## config.mk

```make
export PLATFORM = sky130hd
export DESIGN_NAME = ssp_poller
export DESIGN_NICKNAME = d
export VERILOG_FILES = /design/src/design/ssp_pkg.sv /design/src/design/ssp_uart_tx.sv /design/src/design/ssp_uart_rx.sv /design/src/design/ssp_poller.sv
export SDC_FILE = /design/constraint.sdc
export NUM_CORES = 1
export LEC_CHECK = 0
export BUFFER_PORTS_ARGS = -buffer_cell sky130_fd_sc_hd__buf_2
export CAP_MARGIN = 20
export CELL_PAD_IN_SITES_DETAIL_PLACEMENT = 1
export CELL_PAD_IN_SITES_GLOBAL_PLACEMENT = 1
export CORE_AREA = 2 2 299 301
export CTS_CLUSTER_DIAMETER = 80
export DETAILED_ROUTE_END_ITERATION = 6
export DIE_AREA = 0 0 301 303
export GPL_TIMING_DRIVEN = 0
export HOLD_SLACK_MARGIN = 0.05
export PLACE_DENSITY_LB_ADDON = 0.1
export SKIP_CTS_REPAIR_TIMING = 1
export SYNTH_ARGS = -nofsm -noshare
export SYNTH_HDL_FRONTEND = slang
export SYNTH_SLANG_ARGS = --single-unit
```

## constraint.sdc

```tcl
create_clock -name clk -period 2.9 [get_ports clk]
set_clock_uncertainty 0.2 [all_clocks]
set_input_delay 0.58 -clock clk [delete_from_list [all_inputs] [get_ports clk]]
set_output_delay 0.58 -clock clk [all_outputs]
set_load 0.03 [all_outputs]
```

## src/design/ssp_pkg.sv

```systemverilog
// package of the serial sensor poller: register map, field layout, timing counts
// assumes a 200 MHz system clock; all offsets are byte addresses on a 32-bit bus
package ssp_pkg;
	localparam int unsigned CLK_HZ      = 200_000_000;
	localparam int unsigned MS_PER_S    = 1000;
	localparam int unsigned CYC_PER_MS  = CLK_HZ / MS_PER_S;
	localparam int          ADDR_W      = 6;
	localparam int          DIV_W       = 20;
	// register byte offsets
	localparam logic [5:0] OFS_CTRL     = 6'h00;
	localparam logic [5:0] OFS_TIMEOUT  = 6'h04;
	localparam logic [5:0] OFS_STATUS   = 6'h08;
	localparam logic [5:0] OFS_MASK     = 6'h0C;
	localparam logic [5:0] OFS_MEAS     = 6'h10;
	localparam logic [5:0] OFS_SETPOINT = 6'h14;
	localparam logic [5:0] OFS_REQUEST  = 6'h18;
	localparam logic [5:0] OFS_SLAVE    = 6'h1C;
	localparam logic [5:0] OFS_RXDATA   = 6'h20;
	// control field positions
	localparam int CTL_MODE    = 0;  // [1:0] port mode
	localparam int CTL_ASCII   = 2;  // modbus ascii encoding
	localparam int CTL_RETRY   = 3;
	localparam int CTL_STOP2   = 4;
	localparam int CTL_PAR     = 5;  // [6:5] parity
	localparam int CTL_DATA7   = 7;
	localparam int CTL_BAUD    = 8;  // [11:8]
	localparam int CTL_HOLD    = 12; // [14:12]
	localparam logic [31:0] CTRL_RST = 32'h0000_0500;
	// port modes
	localparam logic [1:0] MODE_OFF = 2'h0;
	localparam logic [1:0] MODE_SENSOR = 2'h1;
	localparam logic [1:0] MODE_MB_MASTER = 2'h2;
	localparam logic [1:0] MODE_MB_SLAVE = 2'h3;
	// parity codes
	localparam logic [1:0] PAR_NONE = 2'h0;
	localparam logic [1:0] PAR_ODD  = 2'h1;
	localparam logic [1:0] PAR_EVEN = 2'h2;
	// hold codes: 0 off, 1..5 cycles, 7 permanent
	localparam logic [2:0] HOLD_OFF  = 3'h0;
	localparam logic [2:0] HOLD_MAX  = 3'h5;
	localparam logic [2:0] HOLD_PERM = 3'h7;
	// status bits
	localparam int ST_DONE = 0;
	localparam int ST_ERR  = 1;
	localparam int ST_PERR = 2;
	localparam int ST_RX   = 3;
	localparam int ST_SLV  = 4;
	localparam int ST_W    = 5;
	localparam logic [7:0] ASCII_START = 8'h3A;
	// bit time in clocks for a baud selector 0..9
	function automatic logic [DIV_W-1:0] ssp_baud_div(input logic [3:0] sel);
		case (sel)
			4'h0: ssp_baud_div = DIV_W'(CLK_HZ / 300);
			4'h1: ssp_baud_div = DIV_W'(CLK_HZ / 600);
			4'h2: ssp_baud_div = DIV_W'(CLK_HZ / 1200);
			4'h3: ssp_baud_div = DIV_W'(CLK_HZ / 2400);
			4'h4: ssp_baud_div = DIV_W'(CLK_HZ / 4800);
			4'h5: ssp_baud_div = DIV_W'(CLK_HZ / 9600);
			4'h6: ssp_baud_div = DIV_W'(CLK_HZ / 19200);
			4'h7: ssp_baud_div = DIV_W'(CLK_HZ / 38400);
			4'h8: ssp_baud_div = DIV_W'(CLK_HZ / 57600);
			default: ssp_baud_div = DIV_W'(CLK_HZ / 115200);
		endcase
	endfunction : ssp_baud_div
endpackage : ssp_pkg

```

## src/design/ssp_uart_tx.sv

```systemverilog
// serial character transmitter: start, 7/8 data lsb first, parity, 1/2 stop
// assumes div is stable while a character is in flight
module ssp_uart_tx
	import ssp_pkg::*;
(
	input  wire logic             clk,
	input  wire logic             rstn,
	input  wire logic             ce,
	input  wire logic [DIV_W-1:0] div,
	input  wire logic             data7,
	input  wire logic [1:0]       parity,
	input  wire logic             stop2,
	input  wire logic             start,
	input  wire logic [7:0]       data,
	output logic                  ready,
	output logic                  txd
);
	logic [11:0]      shift;
	logic [3:0]       left;
	logic [DIV_W-1:0] tick;

	assign ready = (left == 4'h0);
	// frame is preloaded so the shifter only walks bits out
	always_ff @(posedge clk or negedge rstn) begin
		if (!rstn) begin
			shift <= 12'h0FF_F;
			left  <= 4'h0;
			tick  <= '0;
			txd   <= 1'b1;
		end else if (ce) begin
			if (ready && start) begin
				logic [7:0] d;
				logic       p;
				d = data7 ? {1'b0, data[6:0]} : data;
				p = ^d ^ (parity == PAR_ODD);
				shift <= data7 ? ((parity != PAR_NONE) ? {3'h7, p, d[6:0], 1'b0} : {4'hF, d[6:0], 1'b0})
				               : ((parity != PAR_NONE) ? {2'h3, p, d, 1'b0} : {3'h7, d, 1'b0});
				left  <= 4'(4'hA + (parity != PAR_NONE) + stop2 - data7); // ready after the last stop bit ends
				tick  <= div;
				txd   <= 1'b0;
			end else if (!ready) begin
				if (tick == 1) begin
					tick  <= div;
					shift <= {1'b1, shift[11:1]};
					txd   <= (left == 4'h1) ? 1'b1 : shift[1];
					left  <= left - 4'h1;
				end else begin
					tick <= tick - 1'b1;
				end
			end
		end
	end
endmodule : ssp_uart_tx

```

## src/design/ssp_uart_rx.sv

```systemverilog
// serial character receiver sampling mid-bit; checks parity and stop bit
// assumes rxd is already synchronous to clk and idles high
module ssp_uart_rx
	import ssp_pkg::*;
(
	input  wire logic             clk,
	input  wire logic             rstn,
	input  wire logic             ce,
	input  wire logic             en,
	input  wire logic [DIV_W-1:0] div,
	input  wire logic             data7,
	input  wire logic [1:0]       parity,
	input  wire logic             rxd,
	output logic                  valid,
	output logic [7:0]            data,
	output logic                  perr
);
	logic [9:0]       sh;
	logic [3:0]       cnt;
	logic [3:0]       nbits;
	logic             busy;
	logic [DIV_W-1:0] tick;

	// start, data bits plus parity; stop is the last sample
	assign nbits = 4'(4'h9 + (parity != PAR_NONE) - data7);
	always_ff @(posedge clk or negedge rstn) begin
		if (!rstn) begin
			busy  <= 1'b0;
			cnt   <= 4'h0;
			tick  <= '0;
			sh    <= '0;
			valid <= 1'b0;
			data  <= 8'h00;
			perr  <= 1'b0;
		end else if (ce) begin
			valid <= 1'b0;
			if (!busy) begin
				if (en && !rxd) begin
					busy <= 1'b1;
					cnt  <= 4'h0;
					tick <= DIV_W'(div >> 1);
				end
			end else if (tick == 0) begin
				tick <= div;
				if (cnt == 4'h0 && rxd) begin
					busy <= 1'b0; // glitch, not a start bit
				end else if (cnt == nbits) begin
					logic [7:0] d;
					busy <= 1'b0;
					d = data7 ? ((parity != PAR_NONE) ? {1'b0, sh[8:2]} : {1'b0, sh[9:3]})
					          : ((parity != PAR_NONE) ? sh[8:1] : sh[9:2]);
					data  <= d;
					valid <= rxd; // framing error drops the char
					perr  <= (parity != PAR_NONE) && ((^d ^ sh[9]) != (parity == PAR_ODD));
				end else begin
					sh  <= {rxd, sh[9:1]};
					cnt <= cnt + 4'h1;
				end
			end else begin
				tick <= tick - 1'b1;
			end
		end
	end
endmodule : ssp_uart_rx

```

## src/design/ssp_poller.sv

```systemverilog
// serial sensor poller: measurement request, supervised answer, hold, setpoint record
// assumes meas_tick pulses once per measurement cycle and rxd is synchronous to clk
//
// Functional notes
// The bit rate is one of 300 to 115200 baud, picked by a selector.
// Each character carries one or two stop bits as configured.
// Parity is none, odd or even, and the receiver checks it when enabled.
// Characters carry seven or eight data bits.
// An answer not complete within the frame timeout is a communication error; zero disables it.
// Hold of one to five keeps the last valid value that many failed cycles, off substitutes at once.
// Permanent hold keeps the last valid value until a new valid one arrives.
// With retry the failed request is sent once more and the error shows only if that fails too; the code skips the retry on a parity error.
// Every measurement instant sends the request sequence.
// The retry request goes out right after the first timeout expires.
// A final timeout sets the open loop error value on every channel of the port.
// After each attempt, failed or not, the setpoint record is sent; the code skips it between a first timeout and its retry.
// Software keeps the timeout below the cycle, or twice it below the cycle with retry.
// Modbus mode works as master or slave with RTU or ASCII encoding.
// As slave only requests to the own address are answered; in rtu the code answers any character equal to the own address.
// A character is a low start bit, data lsb first, optional parity, then stop bits.
// Mode off sends nothing and ignores received characters.
//
// Added by the designer: the Avalon-MM slave port and the address map.
module ssp_poller
	import ssp_pkg::*;
#(
	parameter int          ANS_BYTES = 4,
	parameter int          SP_BYTES  = 4,
	parameter int unsigned MS_CYC    = CYC_PER_MS,
	parameter logic [31:0] OL_VALUE  = 32'h7FFF_FFFF // arbitrary marker pattern
)(
	input  wire logic                  clk,
	input  wire logic                  rstn,
	input  wire logic                  ce,
	input  wire logic [ssp_pkg::ADDR_W-1:0] avs_address,
	input  wire logic                  avs_read,
	input  wire logic                  avs_write,
	input  wire logic [31:0]           avs_writedata,
	input  wire logic [3:0]            avs_byteenable,
	output logic [31:0]                avs_readdata,
	output logic                       avs_waitrequest,
	input  wire logic                  meas_tick,
	input  wire logic                  rxd,
	output logic                       txd,
	output logic [31:0]                meas_value,
	output logic                       meas_ol,
	output logic                       irq
);
	////////////////////////////////////////////////////////////////////////////
	typedef enum logic [4:0] {
		SSP_IDLE = 5'b00001,
		SSP_REQ  = 5'b00010,
		SSP_WAIT = 5'b00100,
		SSP_EVAL = 5'b01000,
		SSP_SP   = 5'b10000
	} ssp_state_t;

	ssp_state_t       state;
	logic [31:0]      ctrl;
	logic [31:0]      timeout_ms;
	logic [ST_W-1:0]  status;
	logic [ST_W-1:0]  mask;
	logic [31:0]      setpoint;
	logic [7:0]       request;
	logic [7:0]       slave_addr;
	logic [7:0]       rx_last;
	logic             ack;
	logic [31:0]      ans_shift;
	logic [3:0]       ans_cnt;
	logic             ans_perr;
	logic             second_try;
	logic [2:0]       fail_cnt;
	logic [31:0]      valid_value;
	logic [3:0]       tx_idx;
	logic             ascii_lead;
	logic [31:0]      ms_pre;
	logic [31:0]      ms_cnt;
	logic             tmo;
	logic             slv_pending;
	logic             slv_hdr;
	logic [ST_W-1:0]  st_set;
	logic [ST_W-1:0]  st_clr;
	logic             tx_ready;
	logic             tx_start;
	logic [7:0]       tx_data;
	logic             rx_valid;
	logic [7:0]       rx_data;
	logic             rx_perr;
	logic [DIV_W-1:0] bit_div;

	logic [1:0] mode;
	logic [2:0] hold;
	logic       port_on;
	logic       ascii_enc;
	assign mode      = ctrl[CTL_MODE +: 2];
	assign hold      = ctrl[CTL_HOLD +: 3];
	assign ascii_enc = ctrl[CTL_ASCII] && mode[1];
	assign port_on   = (mode != MODE_OFF);
	assign bit_div   = ssp_baud_div(ctrl[CTL_BAUD +: 4]);

	// byte merge for a 32-bit register under byte enables
	function automatic logic [31:0] ssp_merge(input logic [31:0] old, input logic [31:0] wd, input logic [3:0] be);
		for (int i = 0; i < 4; i++)
			old[i*8 +: 8] = be[i] ? wd[i*8 +: 8] : old[i*8 +: 8];
		ssp_merge = old;
	endfunction : ssp_merge

	////////////////////////////////////////////////////////////////////////////
	// character engines
	ssp_uart_tx u_tx (
		.clk    (clk),
		.rstn   (rstn),
		.ce     (ce),
		.div    (bit_div),
		.data7  (ctrl[CTL_DATA7]),
		.parity (ctrl[CTL_PAR +: 2]),
		.stop2  (ctrl[CTL_STOP2]),
		.start  (tx_start),
		.data   (tx_data),
		.ready  (tx_ready),
		.txd    (txd)
	);

	ssp_uart_rx u_rx (
		.clk    (clk),
		.rstn   (rstn),
		.ce     (ce),
		.en     (port_on),
		.div    (bit_div),
		.data7  (ctrl[CTL_DATA7]),
		.parity (ctrl[CTL_PAR +: 2]),
		.rxd    (rxd),
		.valid  (rx_valid),
		.data   (rx_data),
		.perr   (rx_perr)
	);

	////////////////////////////////////////////////////////////////////////////
	// bus slave: one wait cycle on every access, so readdata is registered
	logic acc;
	logic wr_now;
	assign acc             = avs_read || avs_write;
	assign avs_waitrequest = acc && !(ack && ce); // a frozen cycle must not complete an access
	assign wr_now          = avs_write && ack && ce;

	always_ff @(posedge clk or negedge rstn) begin
		if (!rstn)
			ack <= 1'b0;
		else if (ce)
			ack <= acc && !ack;
	end

	// read mux, unmapped offsets read zero
	always_ff @(posedge clk or negedge rstn) begin
		if (!rstn) begin
			avs_readdata <= 32'h0000_0000;
		end else if (ce && avs_read && !ack) begin
			case (avs_address)
				OFS_CTRL:     avs_readdata <= ctrl;
				OFS_TIMEOUT:  avs_readdata <= timeout_ms;
				OFS_STATUS:   avs_readdata <= 32'(status);
				OFS_MASK:     avs_readdata <= 32'(mask);
				OFS_MEAS:     avs_readdata <= meas_value;
				OFS_SETPOINT: avs_readdata <= setpoint;
				OFS_REQUEST:  avs_readdata <= {24'h00_0000, request};
				OFS_SLAVE:    avs_readdata <= {24'h00_0000, slave_addr};
				OFS_RXDATA:   avs_readdata <= {24'h00_0000, rx_last};
				default:      avs_readdata <= 32'h0000_0000;
			endcase
		end
	end

	// software writable configuration
	always_ff @(posedge clk or negedge rstn) begin
		if (!rstn) begin
			ctrl       <= CTRL_RST;
			timeout_ms <= 32'h0000_0000;
			mask       <= '0;
			setpoint   <= 32'h0000_0000;
			request    <= 8'h00;
			slave_addr <= 8'h01;
		end else if (ce && wr_now) begin
			case (avs_address)
				OFS_CTRL:     ctrl       <= ssp_merge(ctrl, avs_writedata, avs_byteenable);
				OFS_TIMEOUT:  timeout_ms <= ssp_merge(timeout_ms, avs_writedata, avs_byteenable);
				OFS_MASK:     if (avs_byteenable[0]) mask <= avs_writedata[ST_W-1:0];
				OFS_SETPOINT: setpoint   <= ssp_merge(setpoint, avs_writedata, avs_byteenable);
				OFS_REQUEST:  if (avs_byteenable[0]) request <= avs_writedata[7:0];
				OFS_SLAVE:    if (avs_byteenable[0]) slave_addr <= avs_writedata[7:0];
				default:      ;
			endcase
		end
	end

	////////////////////////////////////////////////////////////////////////////
	// sticky status, write one to clear; a new event beats a same-cycle clear
	assign st_clr = (wr_now && avs_address == OFS_STATUS && avs_byteenable[0]) ? avs_writedata[ST_W-1:0] : '0;
	always_ff @(posedge clk or negedge rstn) begin
		if (!rstn)
			status <= '0;
		else if (ce)
			status <= (status & ~st_clr) | st_set;
	end

	assign irq = |(status & mask);

	always_ff @(posedge clk or negedge rstn) begin
		if (!rstn)
			rx_last <= 8'h00;
		else if (ce && rx_valid && port_on)
			rx_last <= rx_data;
	end

	////////////////////////////////////////////////////////////////////////////
	// frame timeout in milliseconds, restarted for every attempt
	always_ff @(posedge clk or negedge rstn) begin
		if (!rstn) begin
			ms_pre <= 32'h0000_0000;
			ms_cnt <= 32'h0000_0000;
		end else if (ce) begin
			if (state != SSP_WAIT) begin
				ms_pre <= 32'h0000_0000;
				ms_cnt <= 32'h0000_0000;
			end else if (ms_pre == 32'(MS_CYC - 1)) begin
				ms_pre <= 32'h0000_0000;
				ms_cnt <= ms_cnt + 32'h1;
			end else begin
				ms_pre <= ms_pre + 32'h1;
			end
		end
	end
	assign tmo = (timeout_ms != 32'h0) && (ms_cnt >= timeout_ms);

	////////////////////////////////////////////////////////////////////////////
	// transmit byte selection: request in REQ, setpoint record in SP
	always_comb begin
		tx_data  = 8'h00;
		tx_start = 1'b0;
		if (state == SSP_REQ || state == SSP_SP) begin
			tx_start = tx_ready;
			if (ascii_lead)
				tx_data = ASCII_START; // ascii frames open with a colon
			else if (state == SSP_REQ)
				tx_data = request;
			else
				tx_data = setpoint[tx_idx[1:0]*8 +: 8];
		end
	end

	////////////////////////////////////////////////////////////////////////////
	// poll sequencer
	logic ans_done;
	assign ans_done = (ans_cnt == 4'(ANS_BYTES));

	always_ff @(posedge clk or negedge rstn) begin
		if (!rstn) begin
			state       <= SSP_IDLE;
			second_try  <= 1'b0;
			tx_idx      <= 4'h0;
			ascii_lead  <= 1'b0;
			ans_cnt     <= 4'h0;
			ans_shift   <= 32'h0000_0000;
			ans_perr    <= 1'b0;
			slv_pending <= 1'b0;
			slv_hdr     <= 1'b0;
		end else if (ce) begin
			case (state)
				SSP_IDLE: begin
					second_try <= 1'b0;
					tx_idx     <= 4'h0;
					ascii_lead <= ascii_enc;
					if ((mode == MODE_SENSOR || mode == MODE_MB_MASTER) && meas_tick)
						state <= SSP_REQ;
					else if (mode == MODE_MB_SLAVE && slv_pending) begin
						slv_pending <= 1'b0;
						state       <= SSP_SP;
					end
					// slave: compare the char after a colon in ascii, every char in rtu, with the own address
					if (mode == MODE_MB_SLAVE && rx_valid) begin
						if (ascii_enc && rx_data == ASCII_START)
							slv_hdr <= 1'b1;
						else if (!ascii_enc || slv_hdr) begin
							slv_hdr <= 1'b0;
							if (rx_data == slave_addr)
								slv_pending <= 1'b1;
						end
					end
				end
				SSP_REQ: begin
					if (!port_on)
						state <= SSP_IDLE;
					else if (tx_ready) begin
						ascii_lead <= 1'b0;
						if (!ascii_lead) begin
							state     <= SSP_WAIT;
							ans_cnt   <= 4'h0;
							ans_perr  <= 1'b0;
							ans_shift <= 32'h0000_0000;
						end
					end
				end
				SSP_WAIT: begin
					if (rx_valid && !ans_done) begin
						ans_shift[ans_cnt[1:0]*8 +: 8] <= rx_data; // first byte lands in bits 7:0
						ans_cnt   <= ans_cnt + 4'h1;
						ans_perr  <= ans_perr | rx_perr;
					end
					if (!port_on)
						state <= SSP_IDLE;
					else if (ans_done)
						state <= SSP_EVAL;
					else if (tmo) begin
						if (ctrl[CTL_RETRY] && !second_try) begin
							second_try <= 1'b1;
							ascii_lead <= ascii_enc;
							state      <= SSP_REQ;
						end else
							state <= SSP_EVAL;
					end
				end
				SSP_EVAL: begin
					tx_idx     <= 4'h0;
					ascii_lead <= ascii_enc;
					state      <= SSP_SP;
				end
				SSP_SP: begin
					if (!port_on)
						state <= SSP_IDLE;
					else if (tx_ready) begin
						ascii_lead <= 1'b0;
						if (!ascii_lead) begin
							if (tx_idx == 4'(SP_BYTES - 1))
								state <= SSP_IDLE;
							tx_idx <= tx_idx + 4'h1;
						end
					end
				end
				default: state <= SSP_IDLE;
			endcase
		end
	end

	////////////////////////////////////////////////////////////////////////////
	// events for the status register
	logic eval_ok;
	assign eval_ok = ans_done && !ans_perr;
	always_comb begin
		st_set          = '0;
		st_set[ST_DONE] = (state == SSP_SP) && tx_ready && !ascii_lead && (tx_idx == 4'(SP_BYTES - 1));
		st_set[ST_ERR]  = (state == SSP_EVAL) && !eval_ok;
		st_set[ST_PERR] = rx_valid && rx_perr && port_on;
		st_set[ST_RX]   = rx_valid && port_on;
		st_set[ST_SLV]  = (mode == MODE_MB_SLAVE) && (state == SSP_IDLE) && slv_pending;
	end

	////////////////////////////////////////////////////////////////////////////
	// presented value with hold handling
	always_ff @(posedge clk or negedge rstn) begin
		if (!rstn) begin
			valid_value <= 32'h0000_0000;
			fail_cnt    <= 3'h0;
			meas_value  <= OL_VALUE;
			meas_ol     <= 1'b1;
		end else if (ce && state == SSP_EVAL) begin
			if (eval_ok) begin
				valid_value <= ans_shift;
				meas_value  <= ans_shift;
				meas_ol     <= 1'b0;
				fail_cnt    <= 3'h0;
			end else if (hold == HOLD_PERM) begin
				meas_value <= meas_ol ? OL_VALUE : valid_value; // nothing valid yet keeps the error
			end else if (hold == HOLD_OFF || hold > HOLD_MAX || fail_cnt >= hold) begin
				meas_value <= OL_VALUE;
				meas_ol    <= 1'b1;
			end else begin
				fail_cnt   <= fail_cnt + 3'h1;
				meas_value <= meas_ol ? OL_VALUE : valid_value;
			end
		end
	end
endmodule : ssp_poller

```

==> qor.txt <==
syn nets - 2,318
CTS tree - built
Avg WL per Cell - 23.3 um
register area share after synthesis - 0.488
antenna violations before repair - 4
CP Launch Type - flop
Initial Util - 0.248
Worst Tran Pin Value - 0.979 ns
Total GRT Usage - 0.185
Pleak - 12.6 nW
register area - 0.0107 mm^2
I/O pin count - 117
final setup fails - 52
RSZ-0062 raised after global routing - yes
clock sink total - 423
ys async rst share - 1.00
vias per cell - 4.96
EDFF count, synth - 0
highest-count cells in the layout ignoring fill and taps - dfrtp_1, nand2_1, o21ai_0, mux2_2, nor2_1
Relative slew margins - 0.341
ANT nets after route - 0
Worst IR Drop VDD - 457 uV
Clock Tree Buf Depth - 3
final WL - 86,200 um
Syn Inst Count - 2,206
vias in the first global route - 19,000
final hold viol count - 0
CTS HTree Levels - 2
Worst Path Arrival - 3.64 ns
die width - 301 um
DR pass1 iterations - 5
flop and latch count out of synthesis - 423
DP Worst Slack - -1.64 ns
CTS Root Cell - clkbuf_16
Die Ht - 303 um
vias post-DR - 18,300
share of cells above drive strength 1 - 0.284
status - finished with violations
Worst EP required - 3.27 ns
FILL cells - 9,886
gr ovfl total - 0
Distinct cells, synth - 73
synth warn - 0
critical path type - reg -> reg
worst-path maximum fanout - 7
synthesized area - 0.0218 mm^2
fmax - 306 MHz
fin nets - 2,595
area delta synth->final - 28.3%
Top FF cell, synth - dfrtp_1
Setup crit end kind - flop
clock-pin slew on the worst setup and hold paths - 0.06 ns
Max-Cap Viols - 0
largest net degree at the start of global routing - 116
Final min period - 3.27 ns
total chip power - 0.0181 W
number of buffers created by CTS - 56
leading cell type in the layout, fill and taps excluded - dfrtp_1
Clock Latency Late Sink - 0.65 ns
cell row count - 109
Final WS setup - -0.368 ns
PortBufs - 115
Routability Congestion - 0.855
Final HPWL DP - 64,000 um
die area - 0.0912 mm^2
crit share post-route - 1.13
max-slew violations - 0
core box area - 0.0880 mm^2
Iter 0 DRT Violations - 1,084
multi-input logic area - 0.0113 mm^2
first-pass GRT wire length - 127,000 um
worst hold path type - in -> reg
DRC violations left - 0
Post-Syn Area per Cell - 9.88 um^2
violated checks - setup timing
P per Cell Area - 647 mW/mm^2
## cells in the mapped netlist (24+ instances only)
| cell type | n | share of area |
|---|---|---|
| nand2_1 | 300 | 0.052 |
| mux2i_1 | 24 | 0.011 |
| o21ai_0 | 246 | 0.056 |
| inv_1 | 77 | 0.013 |
| and3_1 | 31 | 0.0089 |
| nor2_1 | 149 | 0.026 |
| nor3_1 | 36 | 0.0083 |
| a22o_1 | 34 | 0.014 |
| nand3_1 | 62 | 0.014 |
| a21oi_1 | 102 | 0.023 |
| ha_1 | 63 | 0.036 |
| clkbuf_1 | 100 | 0.017 |
| o22ai_1 | 37 | 0.011 |
| mux2_2 | 153 | 0.079 |
| dfrtp_1 | 377 | 0.43 |
| xor2_1 | 47 | 0.019 |
| dfstp_2 | 46 | 0.055 |
| a221oi_1 | 28 | 0.011 |
| xnor2_1 | 35 | 0.014 |
## path summary, 6_finish.rpt
check,from,to,slack (ns),depth (start not counted)
setup / recovery,ms_pre[18]$_DFFE_PN0P_,ms_cnt[29]$_DFFE_PN0P_,-0.37,9
hold / removal,avs_writedata[15],timeout_ms[15]$_DFFE_PN0P_,0.04,3
setup reg to reg,ms_pre[18]$_DFFE_PN0P_,ms_cnt[29]$_DFFE_PN0P_,-0.37,9
hold reg to reg,avs_readdata[6]$_DFFE_PN0P_,avs_readdata[6]$_DFFE_PN0P_,0.28,1
max in group asynchronous,rstn,avs_readdata[11]$_DFFE_PN0P_,0.96,4
min in group asynchronous,rstn,u_rx.tick[8]$_DFFE_PN0P_,0.30,2
## per-stage QoR
stage	utilization	hold slack (ns)	std cells	cell area (um^2)	TNS (ns)
after floorplan	-	0.0844	2206	21800	-0.195
after global placement	0.271	0.263	3486	23900	-3653.48
after detailed placement	0.273	0.263	3493	24000	-229.13
after CTS	0.295	-0.315	3599	26000	-128.82
after global routing	0.318	0.0556	3696	28000	-11.56
final	0.318	0.0358	3698	28000	-5.76
## power breakdown
part	total (W)	switching, W	internal (W)
Clock	0.00729	0.00288	0.00442
Sequential	0.00710	0.000636	0.00647
Combinational	0.00368	0.00223	0.00145
Total	0.0181	0.00574	0.0123
## layout make-up
type	count	share of cell area
multi-input combinational	1589	0.404
antenna	2	0.000179
clock buffer	92	0.0618
timing repair buffer	223	0.0601
inverter	77	0.0103
clock inverter	14	0.00801
tap	1165	0.0521
sequential	423	0.381
buffer	113	0.0217
## registers in the layout (all words and copies together) (netlist names), 9 cells and up
name,count
u_tx.tick,20
u_tx.shift,9
meas_value,32
ctrl,32
setpoint,32
ms_pre,32
ans_shift,32
u_rx.tick,20
valid_value,32
ms_cnt,32
u_rx.sh,9
avs_readdata,32
timeout_ms,32
## worst max-delay path: stages (launching register included)
cell and delay [ns]:
dfrtp_1 0.41, nor4_2 0.33, nand4_1 0.22, o41ai_4 0.45, buf_4 0.21, nand2_4 0.05
or3_4 0.46, or3_4 0.42, or3_1 0.33, a21oi_1 0.14
## logic make-up after synthesis
logic type,Yosys count,synth area share
and+or+nand+nor,706,0.150
DFF,423,0.488
xor gates and xnor gates,84,0.0350
AOI/OAI and AO/OA,544,0.152
buffers and inverters,195,0.0339
muxes,191,0.105
adders and majority gates,63,0.0362
## per-layer routing
| layer | wire (um) | part of all wire | global-route usage |
|---|---|---|---|
| met4 | 1930 | 0.022 | 0.0450 |
| met3 | 3460 | 0.040 | 0.0321 |
| met2 | 41400 | 0.48 | 0.311 |
| met1 | 39300 | 0.46 | 0.248 |
| met5 | 26 | 0.00030 | 0 |
Note: power is estimated with default switching activity, not from simulation.
